[src/core/vme_ctrl_pkg.sv]
// constants and types shared by the control-register slave files
package vme_ctrl_pkg;
	// clock and strobe timing
	localparam int CLK_PERIOD_NS  = 5;
	localparam int IRQ_STROBE_NS  = 36;
	// roughly 36 ns: rounded down, never below one cycle
	localparam int IRQ_STROBE_CYC = (IRQ_STROBE_NS / CLK_PERIOD_NS) < 1 ?
		1 : (IRQ_STROBE_NS / CLK_PERIOD_NS);
	localparam int STROBE_CNT_W   = 4;

	// address layout
	localparam int GEO_LSB        = 27;
	localparam int GEO_MSB        = 31;
	localparam int LOCAL_TGT_LSB  = 21;
	localparam int LOCAL_TGT_MSB  = 23;
	localparam int CTRL_SEL_BIT   = 23;

	// printed local offsets
	localparam logic [23:0] OFS_BUS_REQ   = 24'h800000;
	localparam logic [23:0] OFS_RST_IRQ   = 24'h800004;
	localparam logic [23:0] OFS_BOOT_SEL  = 24'h800008;
	localparam logic [23:0] OFS_INHIBIT   = 24'h80000C;
	localparam logic [23:0] OFS_OWNER_A   = 24'h810000;
	localparam logic [23:0] OFS_OWNER_B   = 24'h810004;
	localparam logic [23:0] OFS_OWNER_X   = 24'h810008;
	localparam logic [23:0] OFS_IRQ_ID    = 24'h820000;
	localparam logic [23:0] OFS_MAILBOX   = 24'h820024;

	// only A17, A16, A3, A2 reach the decoder
	function automatic logic [3:0] reg_index(input logic [23:0] a);
		reg_index = {a[17], a[16], a[3], a[2]};
	endfunction

	// data bit positions used by the narrow registers
	localparam int BIT_LO0        = 0;
	localparam int BIT_LO1        = 1;
	localparam int BIT_HI0        = 16;
	localparam int BIT_HI1        = 17;
	localparam int ID_HI_LSB      = 2;
	localparam int ID_HI_MSB      = 7;
	localparam int SERIAL_LSB     = 16;
	localparam int SERIAL_MSB     = 25;
	localparam int MBOX_LA_LSB    = 2;
	localparam int MBOX_LA_MSB    = 7;
	localparam int MBOX_SP_LSB    = 18;
	localparam int MBOX_SP_MSB    = 23;
	localparam logic [31:0] MBOX_CLR_LA = 32'h00000024;
	localparam logic [31:0] MBOX_CLR_SP = 32'h00240000;

	// interrupt handling
	localparam logic [2:0] IRQ_LEVEL   = 3'h3;
	localparam logic [1:0] SRC_LA      = 2'h1;
	localparam logic [1:0] SRC_SP      = 2'h2;

	// reset values
	localparam logic [5:0] ID_HI_RST   = 6'h00;
	localparam logic [1:0] SECTOR_RST  = 2'h0;

	// A32 address modifier codes accepted
	localparam logic [5:0] AM_A32_UD   = 6'h09;
	localparam logic [5:0] AM_A32_UP   = 6'h0A;
	localparam logic [5:0] AM_A32_SD   = 6'h0D;
	localparam logic [5:0] AM_A32_SP   = 6'h0E;

	// bus cycle handler states
	typedef enum logic [0:0] {ST_IDLE, ST_ACK} cycle_state_t;

	// lane swap between big-endian pins and internal word
	function automatic logic [31:0] swap32(input logic [31:0] d);
		swap32 = {d[7:0], d[15:8], d[23:16], d[31:24]};
	endfunction
endpackage

[src/core/strobe_if.sv]
// strobe request and pulse signals between the slave and its pulse generator
`timescale 1ns/1ps
interface strobe_if;
	logic [1:0] fire;  // one-cycle launch, bit 0 logic array, bit 1 processor
	logic [1:0] pulse; // stretched strobe
	modport gen (input fire, output pulse);
	modport user (output fire, input pulse);
endinterface

[src/core/irq_strobe_gen.sv]
// fixed-length interrupt strobe generator, one channel per target
`timescale 1ns/1ps
module irq_strobe_gen (
	input  wire logic i_core_clk,
	input  wire logic i_sys_rst,
	strobe_if.gen     s
);
	genvar g;
	generate
		for (g = 0; g < 2; g++) begin : ch
			// cycles left in the current strobe
			logic [vme_ctrl_pkg::STROBE_CNT_W-1:0] cnt;
			logic                                  pulse_q; // channel strobe
			// each channel owns one bit, so one process per bit
			assign s.pulse[g] = pulse_q;
			// a new launch restarts the strobe rather than extending it
			always_ff @(posedge i_core_clk) begin
				if (i_sys_rst) begin
					cnt <= '0;
					pulse_q <= 1'b0;
				end else if (s.fire[g]) begin
					cnt <= vme_ctrl_pkg::STROBE_CNT_W'(
						vme_ctrl_pkg::IRQ_STROBE_CYC - 1);
					pulse_q <= 1'b1;
				end else if (cnt != '0) begin
					cnt <= cnt - 1'b1;
				end else begin
					pulse_q <= 1'b0; // self clearing
				end
			end

		end
	endgenerate
endmodule

[src/core/vme_ctrl_regs.sv]
// control-register slave of the VME logic module
`timescale 1ns/1ps
module vme_ctrl_regs #(
	parameter logic [9:0] SERIAL_NUMBER = 10'h155 // arbitrary value
) (
	input  wire logic        i_core_clk,
	input  wire logic        i_sys_rst,
	input  wire logic [4:0]  i_slot_id,
	input  wire logic        i_vme_ds_n,
	input  wire logic        i_vme_iack_n,
	input  wire logic [5:0]  i_vme_am,
	input  wire logic        i_vme_lword_n,
	input  wire logic [31:1] i_vme_addr,
	input  wire logic [31:0] i_vme_data,
	output logic      [31:0] o_vme_data,
	output logic             o_vme_data_oe,
	output logic             o_vme_dtack_n,
	output logic             o_vme_irq3_n,
	input  wire logic [2:0]  i_bus_grant,
	input  wire logic [1:0]  i_bus_a_owner,
	input  wire logic [1:0]  i_bus_b_owner,
	input  wire logic [1:0]  i_bus_x_owner,
	output logic             o_request_bus_a,
	output logic             o_request_bus_b,
	output logic             o_request_bus_x,
	output logic             o_master_inhibit,
	output logic             o_logic_array_reset,
	output logic             o_signal_processor_reset,
	output logic             o_logic_array_interrupt_strobe,
	output logic             o_signal_processor_interrupt_strobe,
	output logic             o_logic_array_config_start,
	output logic [1:0]       o_boot_flash_sector,
	output logic             o_boot_from_sram_bank_a,
	input  wire logic        i_logic_array_irq,
	input  wire logic        i_signal_processor_irq,
	input  wire logic        i_la_mailbox_wr,
	input  wire logic [5:0]  i_la_mailbox_data,
	input  wire logic        i_sp_mailbox_wr,
	input  wire logic [5:0]  i_sp_mailbox_data,
	output logic             o_la_mailbox_dirty,
	output logic             o_sp_mailbox_dirty
);
	// data strobe synchroniser, third stage used for agreement
	logic         ds_s1;
	logic         ds_s2;
	logic         ds_s3;
	logic         ds_low;         // filtered strobe level
	logic         cyc_start;      // strobe newly asserted
	logic         cyc_end;        // strobe settled high
	vme_ctrl_pkg::cycle_state_t state; // bus cycle handler state

	// decoded request
	logic [23:0]  local_addr;
	logic [3:0]   idx;
	logic         am_a32;
	logic         reg_hit;        // control register access for us
	logic         iack_hit;       // our interrupt being acknowledged
	logic         wr_en;          // write accepted this cycle
	logic         sel_req;        // write hits the request register
	logic         sel_rst;        // write hits reset and strobe bits
	logic         sel_boot;       // write hits the boot selector
	logic         sel_inh;        // write hits the inhibit flag
	logic         sel_id;         // write hits the interrupt id
	logic         sel_mbox;       // write hits the mailbox clear word
	logic [31:0]  wdata;          // write word in internal order
	logic [31:0]  rword;          // register read word
	logic [7:0]   id_byte;

	// register state
	logic [5:0]   id_hi;          // programmable ID bits
	logic [5:0]   la_mailbox;
	logic [5:0]   sp_mailbox;
	logic [1:0]   sector_sel;
	logic         sram_sel;
	logic         la_reset_q;     // for reset release edge

	strobe_if strobe ();

	// stretches each one-cycle launch into the interrupt strobe
	irq_strobe_gen irq_strobe_gen_inst (
		.i_core_clk (i_core_clk),
		.i_sys_rst  (i_sys_rst),
		.s          (strobe)
	);
	assign o_logic_array_interrupt_strobe      = strobe.pulse[0];
	assign o_signal_processor_interrupt_strobe = strobe.pulse[1];
	assign sector_sel = o_boot_flash_sector;
	assign sram_sel   = o_boot_from_sram_bank_a;

	// three-stage sampling of the asynchronous strobe
	always_ff @(posedge i_core_clk) begin
		if (i_sys_rst) begin
			ds_s1 <= 1'b1;
			ds_s2 <= 1'b1;
			ds_s3 <= 1'b1;
			ds_low <= 1'b0;
		end else begin
			ds_s1 <= i_vme_ds_n;
			ds_s2 <= ds_s1;
			ds_s3 <= ds_s2;
			// level changes only once second and third agree
			if (ds_s2 == ds_s3)
				ds_low <= ~ds_s3;
		end
	end

	assign cyc_start = (ds_s2 == ds_s3) && !ds_s3 && !ds_low;
	assign cyc_end   = (ds_s2 == ds_s3) && ds_s3;

	// address and data are bundled: stable while the strobe is low
	assign local_addr = {i_vme_addr[23:1], 1'b0};
	assign idx        = vme_ctrl_pkg::reg_index(local_addr);
	assign am_a32     = (i_vme_am == vme_ctrl_pkg::AM_A32_UD) ||
		(i_vme_am == vme_ctrl_pkg::AM_A32_UP) ||
		(i_vme_am == vme_ctrl_pkg::AM_A32_SD) ||
		(i_vme_am == vme_ctrl_pkg::AM_A32_SP);
	// targets in bits 23:21 with bit 23 clear belong to other blocks; 22:21 are not decoded
	assign reg_hit = am_a32 && i_vme_iack_n &&
		(i_vme_addr[vme_ctrl_pkg::GEO_MSB:vme_ctrl_pkg::GEO_LSB] ==
		i_slot_id) &&
		local_addr[vme_ctrl_pkg::CTRL_SEL_BIT];
	assign iack_hit = !i_vme_iack_n && !o_vme_irq3_n &&
		(i_vme_addr[3:1] == vme_ctrl_pkg::IRQ_LEVEL);
	// no write line reaches us: every accepted register access also writes
	assign wr_en = (state == vme_ctrl_pkg::ST_IDLE) && cyc_start &&
		reg_hit;
	assign sel_req  = wr_en &&
		(idx == vme_ctrl_pkg::reg_index(vme_ctrl_pkg::OFS_BUS_REQ));
	assign sel_rst  = wr_en &&
		(idx == vme_ctrl_pkg::reg_index(vme_ctrl_pkg::OFS_RST_IRQ));
	assign sel_boot = wr_en &&
		(idx == vme_ctrl_pkg::reg_index(vme_ctrl_pkg::OFS_BOOT_SEL));
	assign sel_inh  = wr_en &&
		(idx == vme_ctrl_pkg::reg_index(vme_ctrl_pkg::OFS_INHIBIT));
	assign sel_id   = wr_en &&
		(idx == vme_ctrl_pkg::reg_index(vme_ctrl_pkg::OFS_IRQ_ID));
	assign sel_mbox = wr_en &&
		(idx == vme_ctrl_pkg::reg_index(vme_ctrl_pkg::OFS_MAILBOX));

	// write word: 16-bit cycles fill the addressed half, other half zero
	always_comb begin
		if (!i_vme_lword_n)
			wdata = vme_ctrl_pkg::swap32(i_vme_data);
		else if (i_vme_addr[1])
			wdata = {16'h0000, i_vme_data[7:0], i_vme_data[15:8]};
		else
			wdata = {i_vme_data[7:0], i_vme_data[15:8], 16'h0000};
	end

	// source bits: logic array first, processor otherwise
	assign id_byte = {id_hi, i_logic_array_irq ?
		vme_ctrl_pkg::SRC_LA : vme_ctrl_pkg::SRC_SP};

	// read multiplexer; unlisted slots read zero
	always_comb begin
		rword = 32'h00000000;
		unique case (idx)
			vme_ctrl_pkg::reg_index(vme_ctrl_pkg::OFS_BUS_REQ): begin
				rword[vme_ctrl_pkg::BIT_LO0] = i_bus_grant[0];
				rword[vme_ctrl_pkg::BIT_LO1] = i_bus_grant[1];
				rword[vme_ctrl_pkg::BIT_HI0] = i_bus_grant[2];
			end
			vme_ctrl_pkg::reg_index(vme_ctrl_pkg::OFS_BOOT_SEL): begin
				rword[vme_ctrl_pkg::BIT_LO1:vme_ctrl_pkg::BIT_LO0] =
					sector_sel;
				rword[vme_ctrl_pkg::BIT_HI0] = sram_sel;
			end
			vme_ctrl_pkg::reg_index(vme_ctrl_pkg::OFS_INHIBIT):
				rword[vme_ctrl_pkg::BIT_LO0] = o_master_inhibit;
			vme_ctrl_pkg::reg_index(vme_ctrl_pkg::OFS_OWNER_A):
				rword[1:0] = i_bus_a_owner;
			vme_ctrl_pkg::reg_index(vme_ctrl_pkg::OFS_OWNER_B):
				rword[1:0] = i_bus_b_owner;
			vme_ctrl_pkg::reg_index(vme_ctrl_pkg::OFS_OWNER_X):
				rword[1:0] = i_bus_x_owner;
			vme_ctrl_pkg::reg_index(vme_ctrl_pkg::OFS_IRQ_ID): begin
				rword[7:0] = id_byte;
				rword[vme_ctrl_pkg::SERIAL_MSB:vme_ctrl_pkg::SERIAL_LSB] =
					SERIAL_NUMBER;
			end
			vme_ctrl_pkg::reg_index(vme_ctrl_pkg::OFS_MAILBOX): begin
				rword[vme_ctrl_pkg::MBOX_LA_MSB:vme_ctrl_pkg::MBOX_LA_LSB] =
					la_mailbox;
				rword[vme_ctrl_pkg::MBOX_SP_MSB:vme_ctrl_pkg::MBOX_SP_LSB] =
					sp_mailbox;
			end
			default: rword = 32'h00000000; // write-only and unlisted
		endcase
	end

	// bus cycle handler: answer, then hold until the strobe lifts
	always_ff @(posedge i_core_clk) begin
		if (i_sys_rst) begin
			state <= vme_ctrl_pkg::ST_IDLE;
			o_vme_dtack_n <= 1'b1;
			o_vme_data_oe <= 1'b0;
			o_vme_data <= 32'h00000000;
		end else begin
			unique case (state)
				vme_ctrl_pkg::ST_IDLE: begin
					if (cyc_start && (reg_hit || iack_hit)) begin
						state <= vme_ctrl_pkg::ST_ACK;
						o_vme_dtack_n <= 1'b0;
						o_vme_data_oe <= 1'b1; // drive while acknowledged
						if (iack_hit)
							o_vme_data <= {24'h000000, id_byte};
						else if (!i_vme_lword_n)
							o_vme_data <= vme_ctrl_pkg::swap32(rword);
						else if (i_vme_addr[1])
							o_vme_data <= {16'h0000, rword[7:0],
								rword[15:8]};
						else
							o_vme_data <= {16'h0000, rword[23:16],
								rword[31:24]};
					end
				end
				vme_ctrl_pkg::ST_ACK: begin
					if (cyc_end) begin
						state <= vme_ctrl_pkg::ST_IDLE;
						o_vme_dtack_n <= 1'b1;
						o_vme_data_oe <= 1'b0;
					end
				end
			endcase
		end
	end

	// host bus requests: one write replaces all three bits
	always_ff @(posedge i_core_clk) begin
		if (i_sys_rst) begin
			o_request_bus_a <= 1'b0;
			o_request_bus_b <= 1'b0;
			o_request_bus_x <= 1'b0;
		end else if (sel_req) begin
			o_request_bus_a <= wdata[vme_ctrl_pkg::BIT_LO0];
			o_request_bus_b <= wdata[vme_ctrl_pkg::BIT_LO1];
			o_request_bus_x <= wdata[vme_ctrl_pkg::BIT_HI0];
		end
	end

	// resets held as written, strobes launched for one cycle
	always_ff @(posedge i_core_clk) begin
		if (i_sys_rst) begin
			o_logic_array_reset <= 1'b0;
			o_signal_processor_reset <= 1'b0;
			strobe.fire <= 2'h0;
		end else begin
			strobe.fire <= 2'h0; // launch lasts a single cycle
			if (sel_rst) begin
				o_logic_array_reset <= wdata[vme_ctrl_pkg::BIT_LO0];
				o_signal_processor_reset <= wdata[vme_ctrl_pkg::BIT_LO1];
				strobe.fire <= {wdata[vme_ctrl_pkg::BIT_HI1],
					wdata[vme_ctrl_pkg::BIT_HI0]};
			end
		end
	end

	// reset release edge starts configuration from the held source
	always_ff @(posedge i_core_clk) begin
		if (i_sys_rst) begin
			la_reset_q <= 1'b0;
			o_logic_array_config_start <= 1'b0;
		end else begin
			la_reset_q <= o_logic_array_reset;
			o_logic_array_config_start <= la_reset_q &&
				!o_logic_array_reset;
		end
	end

	// host settings: boot source, inhibit flag, interrupt id bits
	always_ff @(posedge i_core_clk) begin
		if (i_sys_rst) begin
			o_boot_flash_sector <= vme_ctrl_pkg::SECTOR_RST;
			o_boot_from_sram_bank_a <= 1'b0;
			o_master_inhibit <= 1'b0;
			id_hi <= vme_ctrl_pkg::ID_HI_RST;
		end else begin
			if (sel_boot) begin
				// sector kept as written; the sram flag outranks it
				o_boot_flash_sector <= wdata[vme_ctrl_pkg::BIT_LO1:
					vme_ctrl_pkg::BIT_LO0];
				o_boot_from_sram_bank_a <= wdata[vme_ctrl_pkg::BIT_HI0];
			end
			if (sel_inh)
				o_master_inhibit <= wdata[vme_ctrl_pkg::BIT_LO0];
			if (sel_id)
				id_hi <= wdata[vme_ctrl_pkg::ID_HI_MSB:
					vme_ctrl_pkg::ID_HI_LSB];
		end
	end

	// mailboxes: a post in the same cycle as a clear wins
	always_ff @(posedge i_core_clk) begin
		if (i_sys_rst) begin
			la_mailbox <= 6'h00;
			sp_mailbox <= 6'h00;
			o_la_mailbox_dirty <= 1'b0;
			o_sp_mailbox_dirty <= 1'b0;
		end else begin
			if (i_la_mailbox_wr) begin
				la_mailbox <= i_la_mailbox_data;
				o_la_mailbox_dirty <= 1'b1;
			end else if (sel_mbox && ((wdata & vme_ctrl_pkg::MBOX_CLR_LA) ==
				vme_ctrl_pkg::MBOX_CLR_LA)) begin
				la_mailbox <= 6'h00;
				o_la_mailbox_dirty <= 1'b0;
			end
			if (i_sp_mailbox_wr) begin
				sp_mailbox <= i_sp_mailbox_data;
				o_sp_mailbox_dirty <= 1'b1;
			end else if (sel_mbox && ((wdata & vme_ctrl_pkg::MBOX_CLR_SP) ==
				vme_ctrl_pkg::MBOX_CLR_SP)) begin
				sp_mailbox <= 6'h00;
				o_sp_mailbox_dirty <= 1'b0;
			end
		end
	end

	// interrupt request line follows the two internal sources
	always_ff @(posedge i_core_clk) begin
		if (i_sys_rst)
			o_vme_irq3_n <= 1'b1;
		else
			o_vme_irq3_n <= !(i_logic_array_irq || i_signal_processor_irq);
	end
endmodule

[config.mk]
export PLATFORM = sky130hd
export DESIGN_NAME = vme_ctrl_regs
export DESIGN_NICKNAME = d
export VERILOG_FILES = /design/src/core/vme_ctrl_pkg.sv /design/src/core/strobe_if.sv /design/src/core/irq_strobe_gen.sv /design/src/core/vme_ctrl_regs.sv
export SDC_FILE = /design/constraint.sdc
export NUM_CORES = 1
export LEC_CHECK = 0
export BUFFER_PORTS_ARGS = -buffer_cell sky130_fd_sc_hd__buf_2
export CORE_MARGIN = 2
export CORE_UTILIZATION = 46
export DETAILED_ROUTE_END_ITERATION = 10
export GPL_TIMING_DRIVEN = 0
export HOLD_SLACK_MARGIN = 0.1
export MAX_ROUTING_LAYER = met4
export PLACE_DENSITY = 0.78
export SYNTH_ARGS = -nofsm -noshare
export SYNTH_HDL_FRONTEND = slang
export SYNTH_SLANG_ARGS = --single-unit
[constraint.sdc]
create_clock -name i_core_clk -period 2.4 [get_ports i_core_clk]
set_clock_uncertainty 0.15 [all_clocks]
set_input_delay 0 -clock i_core_clk [delete_from_list [all_inputs] [get_ports i_core_clk]]
set_output_delay 0 -clock i_core_clk [all_outputs]
set_load 0.02 [all_outputs]
# == Word-level counts from Yosys, hierarchy flattened ==
# Cells that the tools add are included.
# classes
n_addsub,2
n_eq_ne,21
bitwise_logic,3
n_mux,37
n_reduce_logical,43
# ops
cell,n
32-bit two-way mux,2
22-bit two-way mux,2
6-bit by 4-bit equality test with 1-bit output (second input constant),4
6-bit two-way mux,4
6-bit case mux with 2 select lines,2
1-bit logical AND,20
16-bit two-way mux,1
1-bit two-way mux,15
4-bit by 3-bit equality test with 1-bit output (second input constant),3
3-bit two-way mux,4
4-bit by 2-bit equality test with 1-bit output (second input constant),2
4-bit equality test (second input constant),2
2-bit nonzero test,4
4-bit nonzero test,2
4-bit by 1-bit subtractor with 4-bit output (second input constant),2
1-bit case mux with 7 select lines,1
1-bit zero test,6
2-bit inequality test (second input constant),3
1-bit case mux with 2 select lines,3
1-bit case mux with 6 select lines,1
2-bit OR reduction,3
5-bit equality test,1
1-bit logical OR,5
2-bit equality test (second input constant),2
other kinds (9),12
# totals
output_inout_bits,49
wordCells,137
register_bits,83
inputBits,104

# == Longest topological paths before layout ==
# logic_depth
ltp_word,12
mapped_depth,8
ltp_nobuf,7

# == By module ==
# From an unflattened synthesis, not the netlist that was laid out.
# unflattened
hier_cells,399
area_unflattened_um2,3592.2
# modules_own_cells
mod,instances,area_per_inst_um2,seq_area_each_um2,cells_each
vme_ctrl_regs,1,3184.3,1301.2,358
irq_strobe_gen,1,407.9,200.2,41

# == Worst setup path before layout ==
# No wires, ideal clock.
# synth_path
kind,flip-flop to flip-flop
start,register o_vme_irq3_n
end,register o_vme_data[31]
synth_period_minus_slack_ns,1.936
setup_slack_ns,0.464
n_path_buf,2
t_required_ns,2.180
arrival_ns,1.716
stages_incl_launch_ff,8
setup_ns,0.070
cell_sequence,dfxtp_1 > and4bb_1 > and2_4 > buf_6 > or2_1 > buf_2 > or3_1 > a21oi_1
# synth_between
elab_chain_cells,6
word_cells_on_any_way,7
cone_classes,1 x mux; 6 x reduce/logical
# synth_rtl
item,line_no,rtl
"start, declared",vme_ctrl_regs.sv:18,"output logic o_vme_irq3_n,"
"start signal, assigned",vme_ctrl_regs.sv:324,o_vme_irq3_n <= !(i_logic_array_irq || i_signal_processor_irq);
1-bit zero test (*),vme_ctrl_regs.sv:122,assign iack_hit = !i_vme_iack_n && !o_vme_irq3_n &&
1-bit logical AND (*) (2 in a row),vme_ctrl_regs.sv:122,
1-bit logical OR,vme_ctrl_regs.sv:201,if (cyc_start && (reg_hit || iack_hit)) begin
1-bit logical AND,vme_ctrl_regs.sv:201,
2-bit AND reduction (no line),--,
"end signal, assigned",vme_ctrl_regs.sv:206,"o_vme_data <= {24'h000000, id_byte};"
"end signal, assigned",vme_ctrl_regs.sv:208,o_vme_data <= vme_ctrl_pkg::swap32(rword);
"end signal, assigned",vme_ctrl_regs.sv:210,"o_vme_data <= {16'h0000, rword[7:0],"
"end, declared",vme_ctrl_regs.sv:15,"output logic [31:0] o_vme_data,"
# Every way passes the cells marked *; elsewhere a longest branch is shown, timed or not.
# A chain may end at the register's enable or synchronous reset.

# == Worst setup path in the final report ==
# layout_path
start,input i_vme_addr[29] (netlist bit)
end,register id_hi[3]
# layout_between
elab_chain_cells,5
# layout_rtl
item,line_no,rtl
"start, declared",vme_ctrl_regs.sv:13,"input wire logic [31:1] i_vme_addr,"
5-bit equality test,vme_ctrl_regs.sv:119,(i_vme_addr[vme_ctrl_pkg::GEO_MSB:vme_ctrl_pkg::GEO_LSB] ==
1-bit logical AND,vme_ctrl_regs.sv:118,assign reg_hit = am_a32 && i_vme_iack_n &&
1-bit logical AND,vme_ctrl_regs.sv:120,i_slot_id) &&
1-bit logical AND,vme_ctrl_regs.sv:125,assign wr_en = (state == vme_ctrl_pkg::ST_IDLE) && cyc_start &&
1-bit logical AND,vme_ctrl_regs.sv:135,assign sel_id = wr_en &&
"end signal, assigned",vme_ctrl_regs.sv:276,id_hi <= vme_ctrl_pkg::ID_HI_RST;
"end signal, assigned",vme_ctrl_regs.sv:287,id_hi <= wdata[vme_ctrl_pkg::ID_HI_MSB:
"end, declared",vme_ctrl_regs.sv:70,logic [5:0] id_hi;
# Every way passes these cells.

==> results.md <==
- Kind of critical path: in -> reg
- Highest Clock Rate: 411.1 MHz
- Area delta synth->final: 45.26%
- Min Tclk post-route: 2432 ps
- Commonest non-fill, non-tap cell in the layout: buf_2
- Slew HR: 0.5047
- Die area: 8353 um2
- Maximum buffer depth of the clock tree: 2
- Hpwl dp: roughly 7500 um
- RSZ-0062 raised after global routing: yes
- DIE WIDTH: 91.40 um
- R2R depth: 8
- Post-synth EDFFs: 0
- Layout cell share with drive strength beyond 1: 0.2586
- Critical Path RT: 2460 ps
- R2R Path Start: ds_s2$_SDFF_PP1_
- Worst min-delay path class: in -> reg
- CTS tree: yes
- Ys flop type: dfxtp_1
- Fillers: approximately 520
- Worst Setup Start Kind: input port
- Ys Warns: 0
- First-pass GRT wire length: 18500 um
- Hold depth: 4
- Crit Path Max Fanout: 5
- Clock group share of total power: 0.374
- WL per Instance: 16.87 um
- Antenna violations before repair: 0
- Endpoints failing setup: 1
- Sw Pwr: about 660 uW
- Fin. Hold Viols: 0
- Starting Density: 0.4793
- TNS Setup: -32.36 ps
- WP data arrival: approximately 2500 ps
- Largest net degree at the start of global routing: 12
- Peak supply drop: between 0.0002 and 0.0003 V
- Post-Layout Inst Area: 5104 um2
- Dpl cells: between 600 and 700
- Mean Syn Cell Area: 8.486 um2
- Gate power share: 0.136
- Residual DRC: 0
- Syn Std Cell Area: 3513 um2
- Total gr overflow: 0
- Worst slew pin tran: 741.0 ps
- Iter 0 DRT Violations: 360
- Antenna Cells: 0
- Failing checks: setup timing
- GRT Total Usage: 0.2868
- Run status: finished with violations
- Max Cap Viol: 0
- Leakage: 0.002148 uW
- Boundary pin count: 153
- Later-pin clock latency in the skew report: roughly 360 ps
- Commonest non-fill, non-tap cells in the layout: buf_2 (112), dfxtp_1 (75), dlygate4sd3_1 (66)
- Root buf cell: clkbuf_8
- H-tree Lvls: 3
- Sequential fraction of the synthesis area: 0.4274
- Sw Ratio: 0.2515
- Post-synthesis cell count: roughly 410
- Worst Setup End Kind: register
- Final worst-path cycle share: 1.013
- Power per cell area: between 500 and 600 nW/um2
- CTS sink cnt: 75
- Final Wtd Congestion: 0.8777
- Number of synthesized register bits: 75
- Reg2reg end: id_hi[3]$_SDFFE_PP0P_
- Ys async rst share: 0
- Power, Total: 2606 uW
- Via density: 5.652
- Die height: 91.40 um
- Final Routed Wirelength: 11980 um
- Post-placement cell area: around 4200 um2
- Layout Cells excl Fill: 710
- Core Footprint: 7331 um2
- Register share of total power: 0.489
- Hold endpoint: o_vme_data[25]$_SDFFE_PP0P_
- PortBufs: 104
- Final Worst Setup Slack: -32.36 ps
- Via count: between 4000 and 5000
- Synth cell types: 59
- Final net count: 712
- Hold wc startpoint: i_bus_x_owner[1]
- Internal power: 1951 uW
- FP Rows: 31
- Num CTS Buffers: 9
- First drt pass iteration count: 6
- Antenna-violating nets left: 0
- Vias in the first global route: a little under 4000
- Fin. max-slew vios: 0
- Worst-path clk slew: roughly 70 ps
- R2r setup slk: 90 ps
## flip-flops by register name (all words and copies together), names as in the netlist, 2 cells and up
register,cells
sp_mailbox,6
id_hi,6
o_vme_data,24
o_boot_flash_sector,2
la_mailbox,6
irq_strobe_gen_inst.ch.cnt,8
irq_strobe_gen_inst.ch.pulse_q,2
strobe.fire,2
## cells in the mapped netlist (3+ instances only)
cell type   n  area [um2]
o41ai_1     9       78.83
mux2_2      3       33.78
nor3b_1     4       30.03
nor2_1     25       93.84
a31oi_1     4       25.02
inv_1      16       60.06
or3_1       7       43.79
clkbuf_1   18       67.56
dfxtp_1    75        1501
nor2b_1     8       50.05
nor4b_2     3       45.04
nand2_1    49       183.9
a22oi_1     3       22.52
xnor2_1     5       43.79
o31ai_1     3       22.52
o22ai_1     7       43.79
o21ai_0    10       50.05
buf_1       3       11.26
a32oi_1     3       26.28
buf_2       8       40.04
a21oi_1    36       180.2
nor4b_1     3       26.28
and4bb_1    3       37.54
buf_4       8       60.06
nand4_1     4       25.02
nor4_1      4       25.02
nor3_1      8       40.04
mux2i_1    11       110.1
nand3_1    31       155.2
a211oi_1    6       45.04
## worst max path at each step
stage	from	to	slack (ps)
after floorplan	o_vme_irq3_n$_SDFF_PP1_	o_vme_data[31]$_SDFFE_PP0P_	460
after global placement	ds_s2$_SDFF_PP1_	id_hi[3]$_SDFFE_PP0P_	280
after detailed placement	ds_s2$_SDFF_PP1_	id_hi[5]$_SDFFE_PP0P_	240
after CTS	i_vme_addr[31]	id_hi[4]$_SDFFE_PP0P_	20
after global routing	i_vme_addr[29]	id_hi[3]$_SDFFE_PP0P_	-110
final	i_vme_addr[29]	id_hi[3]$_SDFFE_PP0P_	-30
## stage by stage
step                      utilization  hold WS [ps]  setup slack, ps
after floorplan                     -        -49.65            463.7
after global placement         0.5707         39.62            283.2
after detailed placement       0.5707         49.90            244.0
after CTS                      0.6865         103.7            24.61
after global routing           0.6962         161.8           -112.5
final                          0.6962         111.0           -32.36
## routing by layer
| metal | part of all wire | vias to the layer above | GRT usage |
|---|---|---|---|
| met4 | 0.042 | 0 | 0.1667 |
| met1 | 0.41 | 1861 | 0.3471 |
| met5 | 0 | - | - |
| met2 | 0.47 | 235 | 0.4485 |
| li1 | - | 1860 | - |
| met3 | 0.078 | 57 | 0.04979 |
## power by group through the flow
stage	Clock, uW	Combinational, uW	Sequential (uW)
2_1_floorplan	0	141	1300
3_3_place_gp	0	241	1300
3_5_place_dp	0	245	1300
4_1_cts	958	333	1270
5_1_grt	1030	378	1280
6_report	976	356	1280
## kinds of logic after synthesis
logic type / count (synthesis) / share of synthesized area
buffers and inverters: 55 / 0.07443
DFF: 75 / 0.4274
other: 1 / 0.001067
xor gates and xnor gates: 6 / 0.01496
muxes: 14 / 0.04095
and+or+nand+nor: 166 / 0.2578
AOI/OAI and AO/OA: 95 / 0.1763
adders and majority gates: 2 / 0.007121
## final cells by class
class	count	area, um2	share of cell area
sequential	75	1501	0.2942
timing repair buffer	174	1209	0.2368
multi-input combinational	291	1814	0.3555
buffer	39	207.7	0.04070
tap	99	123.9	0.02427
inverter	16	60.06	0.01177
clock inverter	2	35.03	0.006864
clock buffer	14	152.6	0.02991
## what timing repair did
item / 4_1_cts / 5_1_grt
buffers inserted: 0 / 3
resized for setup: 0 / 10
endpoints found under the setup margin: 0 / 9
endpoints found under the hold margin: 38 / 2
hold buffers: 66 / 1
## critical path, cell delays in order
cell and delay, ps:
dlygate4sd3_1 560, buf_2 130, xnor2_1 170, dlygate4sd3_1 570, nand4_1 220, nor4b_4 420
buf_2 250, buf_4 120, a211oi_1 50
Note: power is estimated with default switching activity, not from simulation.
